[config.mk]
export PLATFORM = sky130hd
export DESIGN_NAME = dms_top
export DESIGN_NICKNAME = d
export VERILOG_FILES = /design/src/dms_pkg.sv /design/src/dms_top.sv
export SDC_FILE = /design/constraint.sdc
export NUM_CORES = 1
export LEC_CHECK = 0
export ABC_AREA = 1
export BUFFER_PORTS_ARGS = -buffer_cell sky130_fd_sc_hd__buf_2
export CAP_MARGIN = 30
export CORE_ASPECT_RATIO = 0.5
export CORE_UTILIZATION = 51
export DETAILED_ROUTE_END_ITERATION = 6
export GPL_ROUTABILITY_DRIVEN = 0
export PLACE_DENSITY_LB_ADDON = 0.1
export SLEW_MARGIN = 20
export SYNTH_ARGS = -nofsm -noshare
export SYNTH_HDL_FRONTEND = slang
export SYNTH_SLANG_ARGS = --single-unit
[constraint.sdc]
create_clock -name pclk -period 1.9 [get_ports pclk]
set_input_delay 0.38 -clock pclk [delete_from_list [all_inputs] [get_ports pclk]]
set_output_delay 0.38 -clock pclk [all_outputs]
set_load 0.05 [all_outputs]
[src/dms_pkg.sv]
// drive mode selector package: register map, field layouts, sub-mode settings
// assumes a 32-bit apb slave clocked by pclk at 250 mhz
package dms_pkg;

  localparam logic [11:0] ctrl_addr = 12'h000;
  localparam logic [11:0] status_addr = 12'h004;
  localparam logic [11:0] irq_stat_addr = 12'h008;
  localparam logic [11:0] irq_mask_addr = 12'h00c;
  localparam logic [11:0] limits_addr = 12'h010;

  // ctrl fields
  localparam int ctrl_moving_bit = 0;
  localparam int ctrl_ramp_step_lsb = 8;
  localparam logic [7:0] ramp_step_reset = 8'h01;

  // irq bits
  localparam int irq_width = 5;
  localparam int irq_mode_bit = 0;
  localparam int irq_invalid_bit = 1;
  localparam int irq_wake_bit = 2;
  localparam int irq_disc_bit = 3;
  localparam int irq_charge_bit = 4;
  localparam logic [irq_width-1:0] irq_mask_reset = 5'h00;

  // regen drag in percent of maximum, signed
  localparam logic signed [7:0] regen_none = 8'sh00;
  localparam logic signed [7:0] regen_rev = -8'sd50;
  localparam logic signed [7:0] regen_drive = 8'sh32;
  localparam logic signed [7:0] regen_low = 8'sh4b;
  localparam logic signed [7:0] regen_max = 8'sh64;

  // rpm limits; zero means no limit
  localparam logic [15:0] rpm_none = 16'h0000;
  localparam logic [15:0] rpm_rev = 16'h03e8;
  localparam logic [15:0] rpm_drive = 16'h2328;
  localparam logic [15:0] rpm_low_reset = 16'h0000;
  localparam logic [15:0] rpm_maxregen_reset = 16'h0000;

  localparam logic [7:0] accel_full = 8'hff;

  typedef enum logic [2:0] {
    dms_park, dms_reverse, dms_neutral, dms_drive, dms_low, dms_maxregen, dms_invalid
  } dms_mode_type;

  typedef enum {dms_off, dms_motoring, dms_charging, dms_disconnected} dms_state_type;

  typedef struct packed {
    logic signed [7:0] regen;
    logic brake_en;
    logic accel_en;
    logic ramp_down;
    logic [15:0] rpm_limit;
  } dms_setting_type;

endpackage

[src/dms_top.sv]
// drive mode selector: decodes the gear selector, key wake, charge port and
// emergency disconnect into an operating state and motoring limits.
// assumes switch inputs already conditioned to logic levels and synchronous to pclk.
`timescale 1ns/1ps
module dms_top #(
  parameter logic [15:0] low_rpm_default = dms_pkg::rpm_low_reset,
  parameter logic [15:0] maxregen_rpm_default = dms_pkg::rpm_maxregen_reset
) (
  // apb clock and reset
  input wire logic pclk,
  input wire logic presetn,
  // apb slave
  input wire logic psel,
  input wire logic penable,
  input wire logic pwrite,
  input wire logic [11:0] paddr,
  input wire logic [31:0] pwdata,
  output logic [31:0] prdata,
  output logic pready,
  output logic pslverr,
  // vehicle switches
  input wire logic gear_code_bit_a,
  input wire logic gear_code_bit_b,
  input wire logic gear_code_bit_c,
  input wire logic gear_code_parity,
  input wire logic key_wake_in,
  input wire logic charge_port_present,
  input wire logic emergency_disconnect,
  // drive control outputs
  output logic motoring_enable,
  output logic charging_enable,
  output logic ac_charge_allow,
  output logic propulsion_enable,
  output logic signed [7:0] regen_drag,
  output logic brake_torque_en,
  output logic [7:0] accel_torque_limit,
  output logic [15:0] rpm_limit,
  output logic irq
);

  localparam int iw = dms_pkg::irq_width;

  // gear selector decode
  wire logic [3:0] gear_selector = {gear_code_bit_a, gear_code_bit_b,
                                    gear_code_bit_c, gear_code_parity};
  wire logic parity_ok = ~^gear_selector;

  // parity is checked before the table so one flipped line never lands on a mode
  function automatic dms_pkg::dms_mode_type decode_mode(input logic [3:0] code);
    if (^code) begin
      decode_mode = dms_pkg::dms_invalid;
    end else begin
      case (code)
        4'hf: decode_mode = dms_pkg::dms_park;
        4'h6: decode_mode = dms_pkg::dms_reverse;
        4'h3: decode_mode = dms_pkg::dms_neutral;
        4'ha: decode_mode = dms_pkg::dms_drive;
        4'h9: decode_mode = dms_pkg::dms_low;
        4'hc: decode_mode = dms_pkg::dms_maxregen;
        default: decode_mode = dms_pkg::dms_invalid;
      endcase
    end
  endfunction

  wire dms_pkg::dms_mode_type sel_mode = decode_mode(gear_selector);
  wire logic sel_valid = (sel_mode != dms_pkg::dms_invalid) && parity_ok;

  // registers
  // no speed sensor here: software must keep the moving bit current
  logic moving;
  logic [7:0] ramp_step;
  logic [15:0] low_rpm;
  logic [15:0] maxregen_rpm;
  logic [iw-1:0] irq_stat;
  logic [iw-1:0] irq_mask;
  dms_pkg::dms_mode_type mode;
  dms_pkg::dms_state_type state;
  dms_pkg::dms_state_type next_state;
  logic key_prev;
  logic cp_prev;
  logic disc_prev;
  logic [7:0] accel_level;

  // invalid codes count as parked, so a broken selector harness still allows charging
  wire logic parked = (mode == dms_pkg::dms_park) || (mode == dms_pkg::dms_invalid);
  wire logic parked_or_neutral = parked || (mode == dms_pkg::dms_neutral);

  // sub-mode settings table
  function automatic dms_pkg::dms_setting_type mode_setting(
      input dms_pkg::dms_mode_type m, input logic [15:0] low_lim, input logic [15:0] max_lim);
    mode_setting = '{dms_pkg::regen_none, 1'b0, 1'b0, 1'b0, dms_pkg::rpm_none};
    case (m)
      dms_pkg::dms_reverse: begin
        mode_setting = '{dms_pkg::regen_rev, 1'b1, 1'b1, 1'b0, dms_pkg::rpm_rev};
      end
      dms_pkg::dms_neutral: begin
        mode_setting = '{dms_pkg::regen_none, 1'b1, 1'b0, 1'b1, dms_pkg::rpm_none};
      end
      dms_pkg::dms_drive: begin
        mode_setting = '{dms_pkg::regen_drive, 1'b1, 1'b1, 1'b0, dms_pkg::rpm_drive};
      end
      dms_pkg::dms_low: begin
        mode_setting = '{dms_pkg::regen_low, 1'b1, 1'b1, 1'b0, low_lim};
      end
      dms_pkg::dms_maxregen: begin
        mode_setting = '{dms_pkg::regen_max, 1'b1, 1'b1, 1'b0, max_lim};
      end
      default: begin
        // park and invalid codes: all torque off, no drag, no limit
        mode_setting = '{dms_pkg::regen_none, 1'b0, 1'b0, 1'b0, dms_pkg::rpm_none};
      end
    endcase
  endfunction

  wire dms_pkg::dms_setting_type setting = mode_setting(mode, low_rpm, maxregen_rpm);

  // operating state
  wire logic cp_rise = charge_port_present & ~cp_prev;
  always_comb begin
    next_state = state;
    case (state)
      dms_pkg::dms_off: begin
        if (key_wake_in) begin
          next_state = dms_pkg::dms_motoring;
        end
      end
      dms_pkg::dms_motoring: begin
        if (!key_wake_in) begin
          next_state = dms_pkg::dms_off;
        end
      end
      dms_pkg::dms_charging: begin
        // leaving charge returns to motoring only with the key still on
        if (!charge_port_present) begin
          next_state = key_wake_in ? dms_pkg::dms_motoring : dms_pkg::dms_off;
        end
      end
      default: begin
        // leave disconnect only once the switch is back at ground and key cycled off
        if (!emergency_disconnect && !key_wake_in) begin
          next_state = dms_pkg::dms_off;
        end
      end
    endcase
    // charge request taken on the edge and while held, once conditions allow
    if (state != dms_pkg::dms_disconnected && charge_port_present &&
        parked_or_neutral && !moving) begin
      next_state = dms_pkg::dms_charging;
    end
    if (emergency_disconnect) begin
      next_state = dms_pkg::dms_disconnected;
    end
  end

  // a ramped level makes neutral bleed torque off instead of dropping it
  wire logic [7:0] accel_target = (state == dms_pkg::dms_motoring && setting.accel_en) ?
                                  dms_pkg::accel_full : 8'h00;
  wire logic [7:0] next_accel_level =
      (accel_target != 8'h00) ? accel_target :
      (setting.ramp_down && accel_level > ramp_step) ? accel_level - ramp_step : 8'h00;

  // apb decode; zero wait states
  wire logic apb_wr = psel & penable & pwrite;
  wire logic apb_rd_setup = psel & ~penable & ~pwrite;
  wire logic hit_ctrl = (paddr == dms_pkg::ctrl_addr);
  wire logic hit_status = (paddr == dms_pkg::status_addr);
  wire logic hit_istat = (paddr == dms_pkg::irq_stat_addr);
  wire logic hit_imask = (paddr == dms_pkg::irq_mask_addr);
  wire logic hit_limits = (paddr == dms_pkg::limits_addr);
  wire logic hit_any = hit_ctrl | hit_status | hit_istat | hit_imask | hit_limits;

  // write strobes, one per writable register
  wire logic wr_ctrl = apb_wr & hit_ctrl;
  wire logic wr_istat = apb_wr & hit_istat;
  wire logic wr_imask = apb_wr & hit_imask;
  wire logic wr_limits = apb_wr & hit_limits;

  wire logic [31:0] status_word = {16'h0000, 5'h00, sel_valid, 2'(state),
                                   1'b0, 3'(mode), gear_selector};
  wire logic [31:0] ctrl_word = {16'h0000, ramp_step, 7'h00, moving};
  wire logic [31:0] istat_word = {{(32-iw){1'b0}}, irq_stat};
  wire logic [31:0] imask_word = {{(32-iw){1'b0}}, irq_mask};
  wire logic [31:0] limits_word = {maxregen_rpm, low_rpm};
  logic [31:0] rd_mux;
  always_comb begin
    if (hit_ctrl) begin
      rd_mux = ctrl_word;
    end else if (hit_status) begin
      rd_mux = status_word;
    end else if (hit_istat) begin
      rd_mux = istat_word;
    end else if (hit_imask) begin
      rd_mux = imask_word;
    end else if (hit_limits) begin
      rd_mux = limits_word;
    end else begin
      rd_mux = 32'h0000_0000;
    end
  end

  // events; set wins over a write-one clear
  wire logic [iw-1:0] irq_event;
  assign irq_event[dms_pkg::irq_mode_bit] = (sel_mode != mode);
  assign irq_event[dms_pkg::irq_invalid_bit] = ~sel_valid & (mode != dms_pkg::dms_invalid);
  assign irq_event[dms_pkg::irq_wake_bit] = key_wake_in ^ key_prev;
  assign irq_event[dms_pkg::irq_disc_bit] = emergency_disconnect & ~disc_prev;
  assign irq_event[dms_pkg::irq_charge_bit] = cp_rise;
  wire logic [iw-1:0] irq_clear = wr_istat ? pwdata[iw-1:0] : {iw{1'b0}};
  wire logic [iw-1:0] next_irq_stat = (irq_stat & ~irq_clear) | irq_event;

  always_ff @(posedge pclk or negedge presetn) begin
    if (!presetn) begin
      state <= dms_pkg::dms_off;
      mode <= dms_pkg::dms_invalid;
      key_prev <= 1'b0;
      cp_prev <= 1'b0;
      disc_prev <= 1'b0;
      accel_level <= 8'h00;
    end else begin
      state <= next_state;
      mode <= sel_mode;
      key_prev <= key_wake_in;
      cp_prev <= charge_port_present;
      disc_prev <= emergency_disconnect;
      accel_level <= next_accel_level;
    end
  end

  // control and limit registers; limit defaults load one edge after reset release
  logic limits_loaded;
  always_ff @(posedge pclk or negedge presetn) begin
    if (!presetn) begin
      moving <= 1'b0;
      ramp_step <= dms_pkg::ramp_step_reset;
      low_rpm <= 16'h0000;
      maxregen_rpm <= 16'h0000;
      limits_loaded <= 1'b0;
    end else begin
      if (!limits_loaded) begin
        low_rpm <= low_rpm_default;
        maxregen_rpm <= maxregen_rpm_default;
        limits_loaded <= 1'b1;
      end else if (wr_limits) begin
        low_rpm <= pwdata[15:0];
        maxregen_rpm <= pwdata[31:16];
      end
      if (wr_ctrl) begin
        moving <= pwdata[dms_pkg::ctrl_moving_bit];
        ramp_step <= pwdata[dms_pkg::ctrl_ramp_step_lsb +: 8];
      end
    end
  end

  // interrupt status and mask; a clear never hides an event of the same cycle
  always_ff @(posedge pclk or negedge presetn) begin
    if (!presetn) begin
      irq_stat <= {iw{1'b0}};
      irq_mask <= dms_pkg::irq_mask_reset;
    end else begin
      irq_stat <= next_irq_stat;
      if (wr_imask) begin
        irq_mask <= pwdata[iw-1:0];
      end
    end
  end

  // registered outputs; next values are named so the flops stay plain copies
  // setting-based outputs lag the selector by two edges, state outputs by one
  wire logic run = (next_state == dms_pkg::dms_motoring);
  wire logic to_charging = (next_state == dms_pkg::dms_charging);
  wire logic next_motoring_enable = run;
  wire logic next_charging_enable = to_charging;
  wire logic next_ac_charge_allow = to_charging && (sel_mode == dms_pkg::dms_park) &&
                                    !key_wake_in;
  wire logic next_propulsion_enable = run && !emergency_disconnect;

  // torque settings only while motoring
  wire logic signed [7:0] next_regen_drag = run ? setting.regen : dms_pkg::regen_none;
  wire logic next_brake_torque_en = run && setting.brake_en;
  // disconnect cuts torque at once; the ramp level itself settles on its own
  wire logic [7:0] next_accel_torque_limit = emergency_disconnect ? 8'h00 :
                                             next_accel_level;
  wire logic [15:0] next_rpm_limit = setting.rpm_limit;
  wire logic next_irq = |(next_irq_stat & irq_mask);

  // apb answer: zero wait states, ready and error flag in the access cycle
  always_ff @(posedge pclk or negedge presetn) begin
    if (!presetn) begin
      prdata <= 32'h0000_0000;
      pready <= 1'b0;
      pslverr <= 1'b0;
    end else begin
      pready <= psel & ~penable;
      pslverr <= psel & ~penable & ~hit_any;
      if (apb_rd_setup) begin
        prdata <= rd_mux;
      end
    end
  end

  // drive control outputs
  always_ff @(posedge pclk or negedge presetn) begin
    if (!presetn) begin
      motoring_enable <= 1'b0;
      charging_enable <= 1'b0;
      ac_charge_allow <= 1'b0;
      propulsion_enable <= 1'b0;
      regen_drag <= dms_pkg::regen_none;
      brake_torque_en <= 1'b0;
      accel_torque_limit <= 8'h00;
      rpm_limit <= dms_pkg::rpm_none;
      irq <= 1'b0;
    end else begin
      motoring_enable <= next_motoring_enable;
      charging_enable <= next_charging_enable;
      ac_charge_allow <= next_ac_charge_allow;
      propulsion_enable <= next_propulsion_enable;
      regen_drag <= next_regen_drag;
      brake_torque_en <= next_brake_torque_en;
      accel_torque_limit <= next_accel_torque_limit;
      rpm_limit <= next_rpm_limit;
      irq <= next_irq;
    end
  end

endmodule

Word level (Yosys, flattened, before mapping) --
Index checks and enable logic that the tools add are counted.
Cells by class: add/subtract/negate cells 1, order comparisons 1, eq/ne operators 26, muxes and demuxes 26, bitwise logic cells 27, reduce and logical (&&, ||, !) cells 24
Operators with widths (count):
- two-way mux 32 bit | 11
- case mux 27 bit (5 select lines) | 1
- == test 32 x 2 -> 1 bit (second input constant) | 3
- case mux 32 bit (3 select lines) | 1
- two-way mux 16 bit | 4
- two-way mux 8 bit | 5
- == test 32 x 1 -> 1 bit (second input constant) | 1
- == test 32 x 3 -> 1 bit (second input constant) | 1
- logical NOT 32 bit | 1
- != test 32 x 3 -> 1 bit (second input constant) | 1
- == test 12 x 4 -> 1 bit (second input constant) | 2
- case mux 3 bit (6 select lines) | 1
- == test 4 bit (second input constant) | 4
- AND 1 bit | 12
- == test 12 x 3 -> 1 bit (second input constant) | 1
- == test 12 x 5 -> 1 bit (second input constant) | 1
- logical NOT 12 bit | 1
- logical AND 1 bit | 11
- AND 5 bit | 2
- == test 3 bit (second input constant) | 3
- > comparator 8 bit | 1
- nonzero test 8 bit | 1
- subtractor 8 bit | 1
- == test 3 x 2 -> 1 bit (second input constant) | 2
- other kinds (20) | 33
Word-level totals: register bits after elaboration 170, input bits 56, output and inout port bits 72, logic and storage cells 130

Longest topological paths before layout --
Gate-level depths: netlist (run 1).
depth in word-level cells 10, depth in mapped cells 16, mapped depth without buffers 16

Worst setup path before layout (run 1) --
No wires, ideal clock.
path type register to register, from register ramp_step[0], to register accel_torque_limit[6], library setup time 133 ps, arrival 1938 ps, path slack -170 ps, stages on the path, launching flop included 16, clock period less this slack 2070 ps, cell sequence dfstp_2 > ha_1 > inv_1 > fa_1 > nand3_1 > nand3_1 > nand2_1 > nand2_1 > nand2_1 > nand2_1 > nand2_1 > nand2_1 > a21oi_1 > nor3_2 > nand3_1 > a21oi_1
On the way: longest elaborated chain between the ends 5, elaborated cells between the ends (all ways) 6, those cells by class add/sub (1); order compare (1); mux (3); reduce/logical (1)
RTL lines:
- from (decl) | RTL line dms_top.sv:71 | logic [7:0] ramp_step;
- from (signal assigned) | RTL line dms_top.sv:234 | ramp_step <= dms_pkg::ramp_step_reset;
- from (signal assigned) | RTL line dms_top.sv:249 | ramp_step <= pwdata[dms_pkg::ctrl_ramp_step_lsb +: 8];
- > comparator 8 bit | RTL line dms_top.sv:160 | (setting.ramp_down && accel_level > ramp_step) ? accel_level - ramp_step : 8'h00;
- logical AND 1 bit | RTL line dms_top.sv:160
- two-way mux 8 bit * | RTL line dms_top.sv:160
- two-way mux 8 bit * | RTL line dms_top.sv:159 | (accel_target != 8'h00) ? accel_target :
- two-way mux 8 bit * | RTL line dms_top.sv:281 | wire logic [7:0] next_accel_torque_limit = emergency_disconnect ? 8'h00 :
- net next_accel_torque_limit[6] | RTL line dms_top.sv:281
- to (signal assigned) | RTL line dms_top.sv:320 | accel_torque_limit <= next_accel_torque_limit;
- to (decl) | RTL line dms_top.sv:36 | output logic [7:0] accel_torque_limit,
Mark *: on every way through the listed nets, which the timed path passes. The rest lies on a longest branch. A chain may end at the register's enable or synchronous reset.

Worst setup path after layout (run 1) --
from register ramp_step[0], to register accel_torque_limit[2]
Same word-level chain as after synthesis.

==> results.json, run 1 <==
{
  "yosys-top-cells-count": "nand2_1, dfrtp_1, inv_1, nor2_1, o21ai_0",
  "cts_max_level": 4,
  "vias_per_cell": 5.33,
  "status": "complete, but fails checks",
  "final_cell_area_sq_mm": 0.0106,
  "rsz0062_at_grt": "yes",
  "root_buffer": "clkbuf_16",
  "fillers": 1121,
  "cts_sinks": 170,
  "core_area_sq_mm": 0.0147,
  "grt_max_degree": 62,
  "ys_seq_area_share_pct": 54.3,
  "syn_area_sq_mm": 0.00785,
  "synth_top_cell_by_area": "dfrtp_1",
  "drt_wl_total_um": 22200,
  "synthCells": 910,
  "drc_errors": 0,
  "vias": 7244,
  "violations": "setup timing",
  "clk_latency_ns": 0.43,
  "synth.top_cell.area_share_pct": 53.3,
  "finClkSkew_ns": 0.0162,
  "first_iter_violations": 506,
  "start_kind": "flip-flop",
  "ant_nets": 0,
  "drive_above_1_share_pct": 32.9,
  "hold_viol": 0,
  "core.rowCount": 31,
  "detailed_place_hpwl_um": 15200,
  "reg2reg_depth": 16,
  "die_w_um": 177,
  "die_y_um": 89.7,
  "synth-main-ff-cell": "dfrtp_1",
  "min_from": "penable",
  "cap_violations": 0,
  "switching_share_pct": 32.5,
  "avgSynthCellArea_sq_um": 8.62,
  "p_comb_share_pct": 23.4,
  "cts_tree": "yes",
  "clkTransAtPathRegs_ns": 0.07,
  "place_area_sq_mm": 0.00944,
  "p_leak_nw": 5.69,
  "grt_pass1_vias": 7088,
  "cts_buffers": 17,
  "finalSetupViolations": 29,
  "p_int_w": 0.00639,
  "synth_cell_types": 42,
  "peakVddDrop_v": 0.000653,
  "wl_per_cell_um": 16.3,
  "cp.required_ns": 2.20,
  "r2r-end": "accel_torque_limit[2]",
  "async_reset_ff_share_pct": 100,
  "drt-pass1-iter-count": 6,
  "min_to": "pready",
  "yosys_warnings": 0,
  "synth_area_leaders": "dfrtp_1, nand2_1, inv_1, o21ai_0, nor2_1",
  "period_share_pct": 119,
  "hold_path_class": "input port to flip-flop",
  "ios": 128,
  "synth_edf_count": 0,
  "powerDensity_mw_per_mm2": 894,
  "grt_antenna_before_repair": 0,
  "drv_slew": 0,
  "crit_type": "flip-flop to flip-flop",
  "final_util_pct": 71.8,
  "regToRegSetupSlack_ns": -0.36,
  "grt_first_pass_wirelength_um": 35100,
  "clock_power_share_pct": 36.1,
  "syn-num-nets": 984,
  "setup_slack_ns": -0.361,
  "antenna_cells": 0,
  "timing.rr.start": "ramp_step[0]",
  "pwr-share-seq_pct": 40.5,
  "p_sw_w": 0.00308,
  "syn2layout_area_growth_pct": 35.0,
  "synth_most_common_cell": "nand2_1",
  "max_freq_mhz": 442,
  "cp.arrival_ns": 2.56,
  "grt-ovfl-total": 0,
  "track_usage_pct": 28.5,
  "fin_crit_ns": 2.26,
  "cp-end-kind": "flip-flop",
  "critPathMaxFanout": 8,
  "start_util_pct": 53.2,
  "power_w": 0.00947,
  "whs_path_depth": 2,
  "dieArea_sq_mm": 0.0159,
  "portBuffers": 127,
  "final_nets": 1223,
  "yosys_register_bits": 170,
  "cts_max_path_buffers": 2
}
[cell type report]
cell class	count	area, sq um	share of cell area, %
inverter	139	527	4.97
clock inverter	14	149	1.41
tap	198	248	2.34
sequential	170	4260	40.2
clock buffer	18	439	4.15
timing repair buffer	251	1720	16.3
multi-input combinational	570	3250	30.7
[what timing repair did]
action	CTS	global route
setup buffers	15	12
endpoints found under the setup margin	29	58
pin swaps	35	24
hold buffers	1	0
hold endpoints to repair	24	0
gates resized for setup	59	38
[power by group through the flow]
stage               sequential (W)  clock (W)  combinational [W]
global placement           0.00390          0            0.00164
CTS                        0.00383    0.00347            0.00195
detailed placement         0.00390          0            0.00166
global route               0.00385    0.00366            0.00236
floorplan                  0.00412          0           0.000748
finish                     0.00384    0.00342            0.00222
[state kept, by name, summed over array words and instances, names as in the netlist, 3 cells and up]
signal / cells
prdata: 32
state: 32
low_rpm: 16
maxregen_rpm: 16
rpm_limit: 16
accel_level: 8
accel_torque_limit: 8
ramp_step: 8
regen_drag: 8
irq_mask: 5
irq_stat: 5
mode: 3
[how the worst max path moves through the flow]
stage | depth (start not counted) | end | slack, ns | startpoint
after floorplan | 15 | accel_torque_limit[3] | -0.11 | ramp_step[0]
after global placement | 15 | accel_torque_limit[4] | -0.34 | ramp_step[0]
after detailed placement | 15 | accel_torque_limit[5] | -0.41 | ramp_step[0]
after CTS | 15 | accel_torque_limit[2] | -0.29 | ramp_step[0]
after global routing | 14 | regen_drag[5] | -0.48 | state[30]
final | 16 | accel_torque_limit[2] | -0.36 | ramp_step[0]
[cells in the final DEF, fill, tap and decap left out, drive strengths merged]
master	instances
dfrtp	167
nand3	62
nor2	96
clkinvlp	3
o21ai	71
o2111ai	8
ha	17
a41oi	1
nor3	33
mux2	1
clkinv	5
clkbuf	18
conb	1
and2	1
nor4	3
o21a	5
dfstp	3
o211ai	9
a21oi	29
buf	250
o22ai	17
nand2	180
xor2	4
a22o	2
fa	1
nand4	12
and3	1
dlygate4sd3	1
xnor2	2
o221ai	9
inv	145
or2	5
[cell families after synthesis]
logic type	synth area share [%]
simple gates	22.2
flops	54.3
buf+inv	8.44
compound gates	11.3
fa+ha+maj	2.97
xor+xnor	0.670
other cells	0.0478
mux	0.144
[per-layer routing]
layer  part of all wire (%)  GRT usage (%)  vias to the layer above
met3                    7.1           6.22                       30
li1                       -              -                     3430
met5                      0              0                        -
met1                     45           39.1                     3500
met4                    1.3           7.48                        0
met2                     47           46.0                      284
[worst max-delay path: stages, from the launching register on]
cell and delay, ns:
dfstp_2 0.55, ha_4 0.13, inv_2 0.04, fa_2 0.34, nand3_2 0.08, nand3_2 0.09
nand2_2 0.09, nand2_2 0.05, nand2_2 0.05, nand2_2 0.06, nand2_2 0.08, nand2_2 0.07
a21oi_4 0.14, nor3_4 0.07, buf_12 0.15, nand2_2 0.07, a21oi_1 0.07
[through the flow]
stage | cells | worst slack, ns | hold slack [ns] | setup TNS, ns
floorplan | 910 | -0.113 | 0.0844 | -1.48
global placement | 1303 | -0.340 | 0.271 | -7.85
detailed placement | 1303 | -0.412 | 0.272 | -10.38
CTS | 1350 | -0.285 | 0.124 | -6.04
global route | 1360 | -0.479 | 0.132 | -12.56
finish | 1360 | -0.361 | 0.146 | -8.97
Note: power is estimated with default switching activity, not from simulation.
==> inputs of run 2 (changes only) <==
--- a/config.mk
+++ b/config.mk
@@ -12,7 +12,7 @@
 export CORE_UTILIZATION = 51
 export DETAILED_ROUTE_END_ITERATION = 6
 export GPL_ROUTABILITY_DRIVEN = 0
-export PLACE_DENSITY_LB_ADDON = 0.1
+export PLACE_DENSITY = 0.76
 export SLEW_MARGIN = 20
 export SYNTH_ARGS = -nofsm -noshare
 export SYNTH_HDL_FRONTEND = slang
==> results.json, run 2 (synthesis results as in run 1) <==
{
  "status": "complete, but fails checks",
  "violations": "setup timing",
  "crit_type": "flip-flop to flip-flop",
  "finClkSkew_ns": 0.0129,
  "grt_max_degree": 50,
  "start_util_pct": 53.2,
  "drive_above_1_share_pct": 32.9,
  "first_iter_violations": 584,
  "syn2layout_area_growth_pct": 35.5,
  "cts_max_level": 4,
  "clk_latency_ns": 0.43,
  "fillers": 1062,
  "grt_antenna_before_repair": 0,
  "drv_slew": 0,
  "max_freq_mhz": 432,
  "cp-end-kind": "flip-flop",
  "dp_worst_setup_slack_ns": -0.497,
  "track_usage_pct": 28.2,
  "core_area_sq_mm": 0.0147,
  "final_cells": 1355,
  "wl_per_cell_um": 17.3,
  "start_kind": "flip-flop",
  "tightest_slew_ns": 0.561,
  "ios": 128,
  "period_share_pct": 122,
  "root_buffer": "clkbuf_16",
  "setup_slack_ns": -0.417,
  "core.rowCount": 31,
  "p_leak_nw": 5.67,
  "hold_viol": 0,
  "cap_violations": 0,
  "grt_first_pass_wirelength_um": 34900,
  "final_common_cell": "dfrtp_1",
  "portBuffers": 127,
  "die_w_um": 177,
  "vias_per_cell": 5.57,
  "rsz0062_at_grt": "yes",
  "drc_errors": 0,
  "ant_nets": 0,
  "cts_max_path_buffers": 2,
  "grt_pass1_vias": 7074,
  "cts_sinks": 170,
  "drt_wl_total_um": 23500,
  "ff_latch_area_sq_mm": 0.00426,
  "dp_cells": 1306,
  "reg.largest.list": "prdata (32), state (32)",
  "vias": 7547,
  "powerDensity_mw_per_mm2": 885,
  "grt-ovfl-total": 0,
  "hold_path_class": "input port to flip-flop",
  "antenna_cells": 0,
  "finalSetupViolations": 38,
  "cp.required_ns": 2.25,
  "drt-pass1-iter-count": 5,
  "cts_buffers": 17,
  "setup_tns_ns": -10.17,
  "dieArea_sq_mm": 0.0159,
  "final_nets": 1218,
  "fin_crit_ns": 2.32,
  "clkTransAtPathRegs_ns": 0.07,
  "power_w": 0.00941,
  "peakVddDrop_v": 0.000640,
  "detailed_place_hpwl_um": 15200,
  "final_cell_mix": "dfrtp_1, nand2_1, inv_1, buf_2, buf_4",
  "cp.arrival_ns": 2.67,
  "die_y_um": 89.7,
  "final_util_pct": 72.2,
  "cts_tree": "yes",
  "slew-limit-headroom_pct": 62.6,
  "multi_input_area_sq_mm": 0.00333,
  "critPathMaxFanout": 6
}
==> run 2: changes by cell type in the layout (fill, tap and decap cells not counted), sizes merged <==
cell,change
buf,-6
clkbuf,+2
clkinvlp,-1
inv,-1
nand2,+1
==> run 2: worst paths after layout <==
check	start	to	slack (ns)	cells past startpoint
setup / recovery	state[3]	regen_drag[0]	-0.42	13
hold / removal	penable	pready	0.11	2
setup reg to reg	state[3]	regen_drag[0]	-0.42	13
hold reg to reg	disc_prev	irq_stat[3]	0.46	1
max in group asynchronous	presetn	ramp_step[0]	0.79	3
min in group asynchronous	presetn	state[8]	0.44	2
==> run 2: timing repair <==
| action | CTS | global route |
|---|---|---|
| hold buffers | 1 | 0 |
| endpoints found under the hold margin | 35 | 0 |
| endpoints found under the setup margin | 29 | 59 |
| cloned | 1 | 0 |
| pin swaps | 18 | 38 |
| setup buffers | 9 | 9 |
| gates resized for setup | 26 | 78 |
==> run 2: area by class of cell <==
cell class / count / share of cell area (%)
sequential: 170 / 40.0
multi-input combinational: 571 / 31.3
timing repair buffer: 245 / 16.1
inverter: 139 / 4.93
clock buffer: 20 / 4.29
tap: 198 / 2.33
clock inverter: 12 / 1.00
==> run 2: power breakdown <==
| part | internal (W) | switching (W) | leakage, nW |
|---|---|---|---|
| Sequential | 0.00377 | 0.0000701 | 2.24 |
| Clock | 0.00179 | 0.00157 | 0.273 |
| Combinational | 0.000800 | 0.00142 | 3.16 |
==> run 2: routing by layer <==
layer | track usage, % | wire length [um] | up-vias
met3 | 6.26 | 1900 | 57
met1 | 38.3 | 9620 | 3650
met5 | 0 | 0 | -
li1 | - | - | 3423
met2 | 45.0 | 11400 | 417
met4 | 8.97 | 562 | 0
==> run 2: critical path, cell delays in order (launching register included) <==
cell and delay, ns:
dfrtp_1 0.45, nor2_2 0.20, nand3_1 0.13, nor2_1 0.13, nand2_1 0.09, nor2_4 0.16
nand2_2 0.08, nand3_2 0.07, nor2_2 0.06, nor2_2 0.13, nand3_2 0.13, nor2_4 0.21
nand4_4 0.22, nor2_4 0.18
==> run 2: metrics by stage <==
step	hold WS, ns	instance area [sq um]
final	0.112	10600
after global routing	0.126	10600
after CTS	0.110	10300
after detailed placement	0.328	9500
after global placement	0.321	9500
after floorplan	0.0844	7850
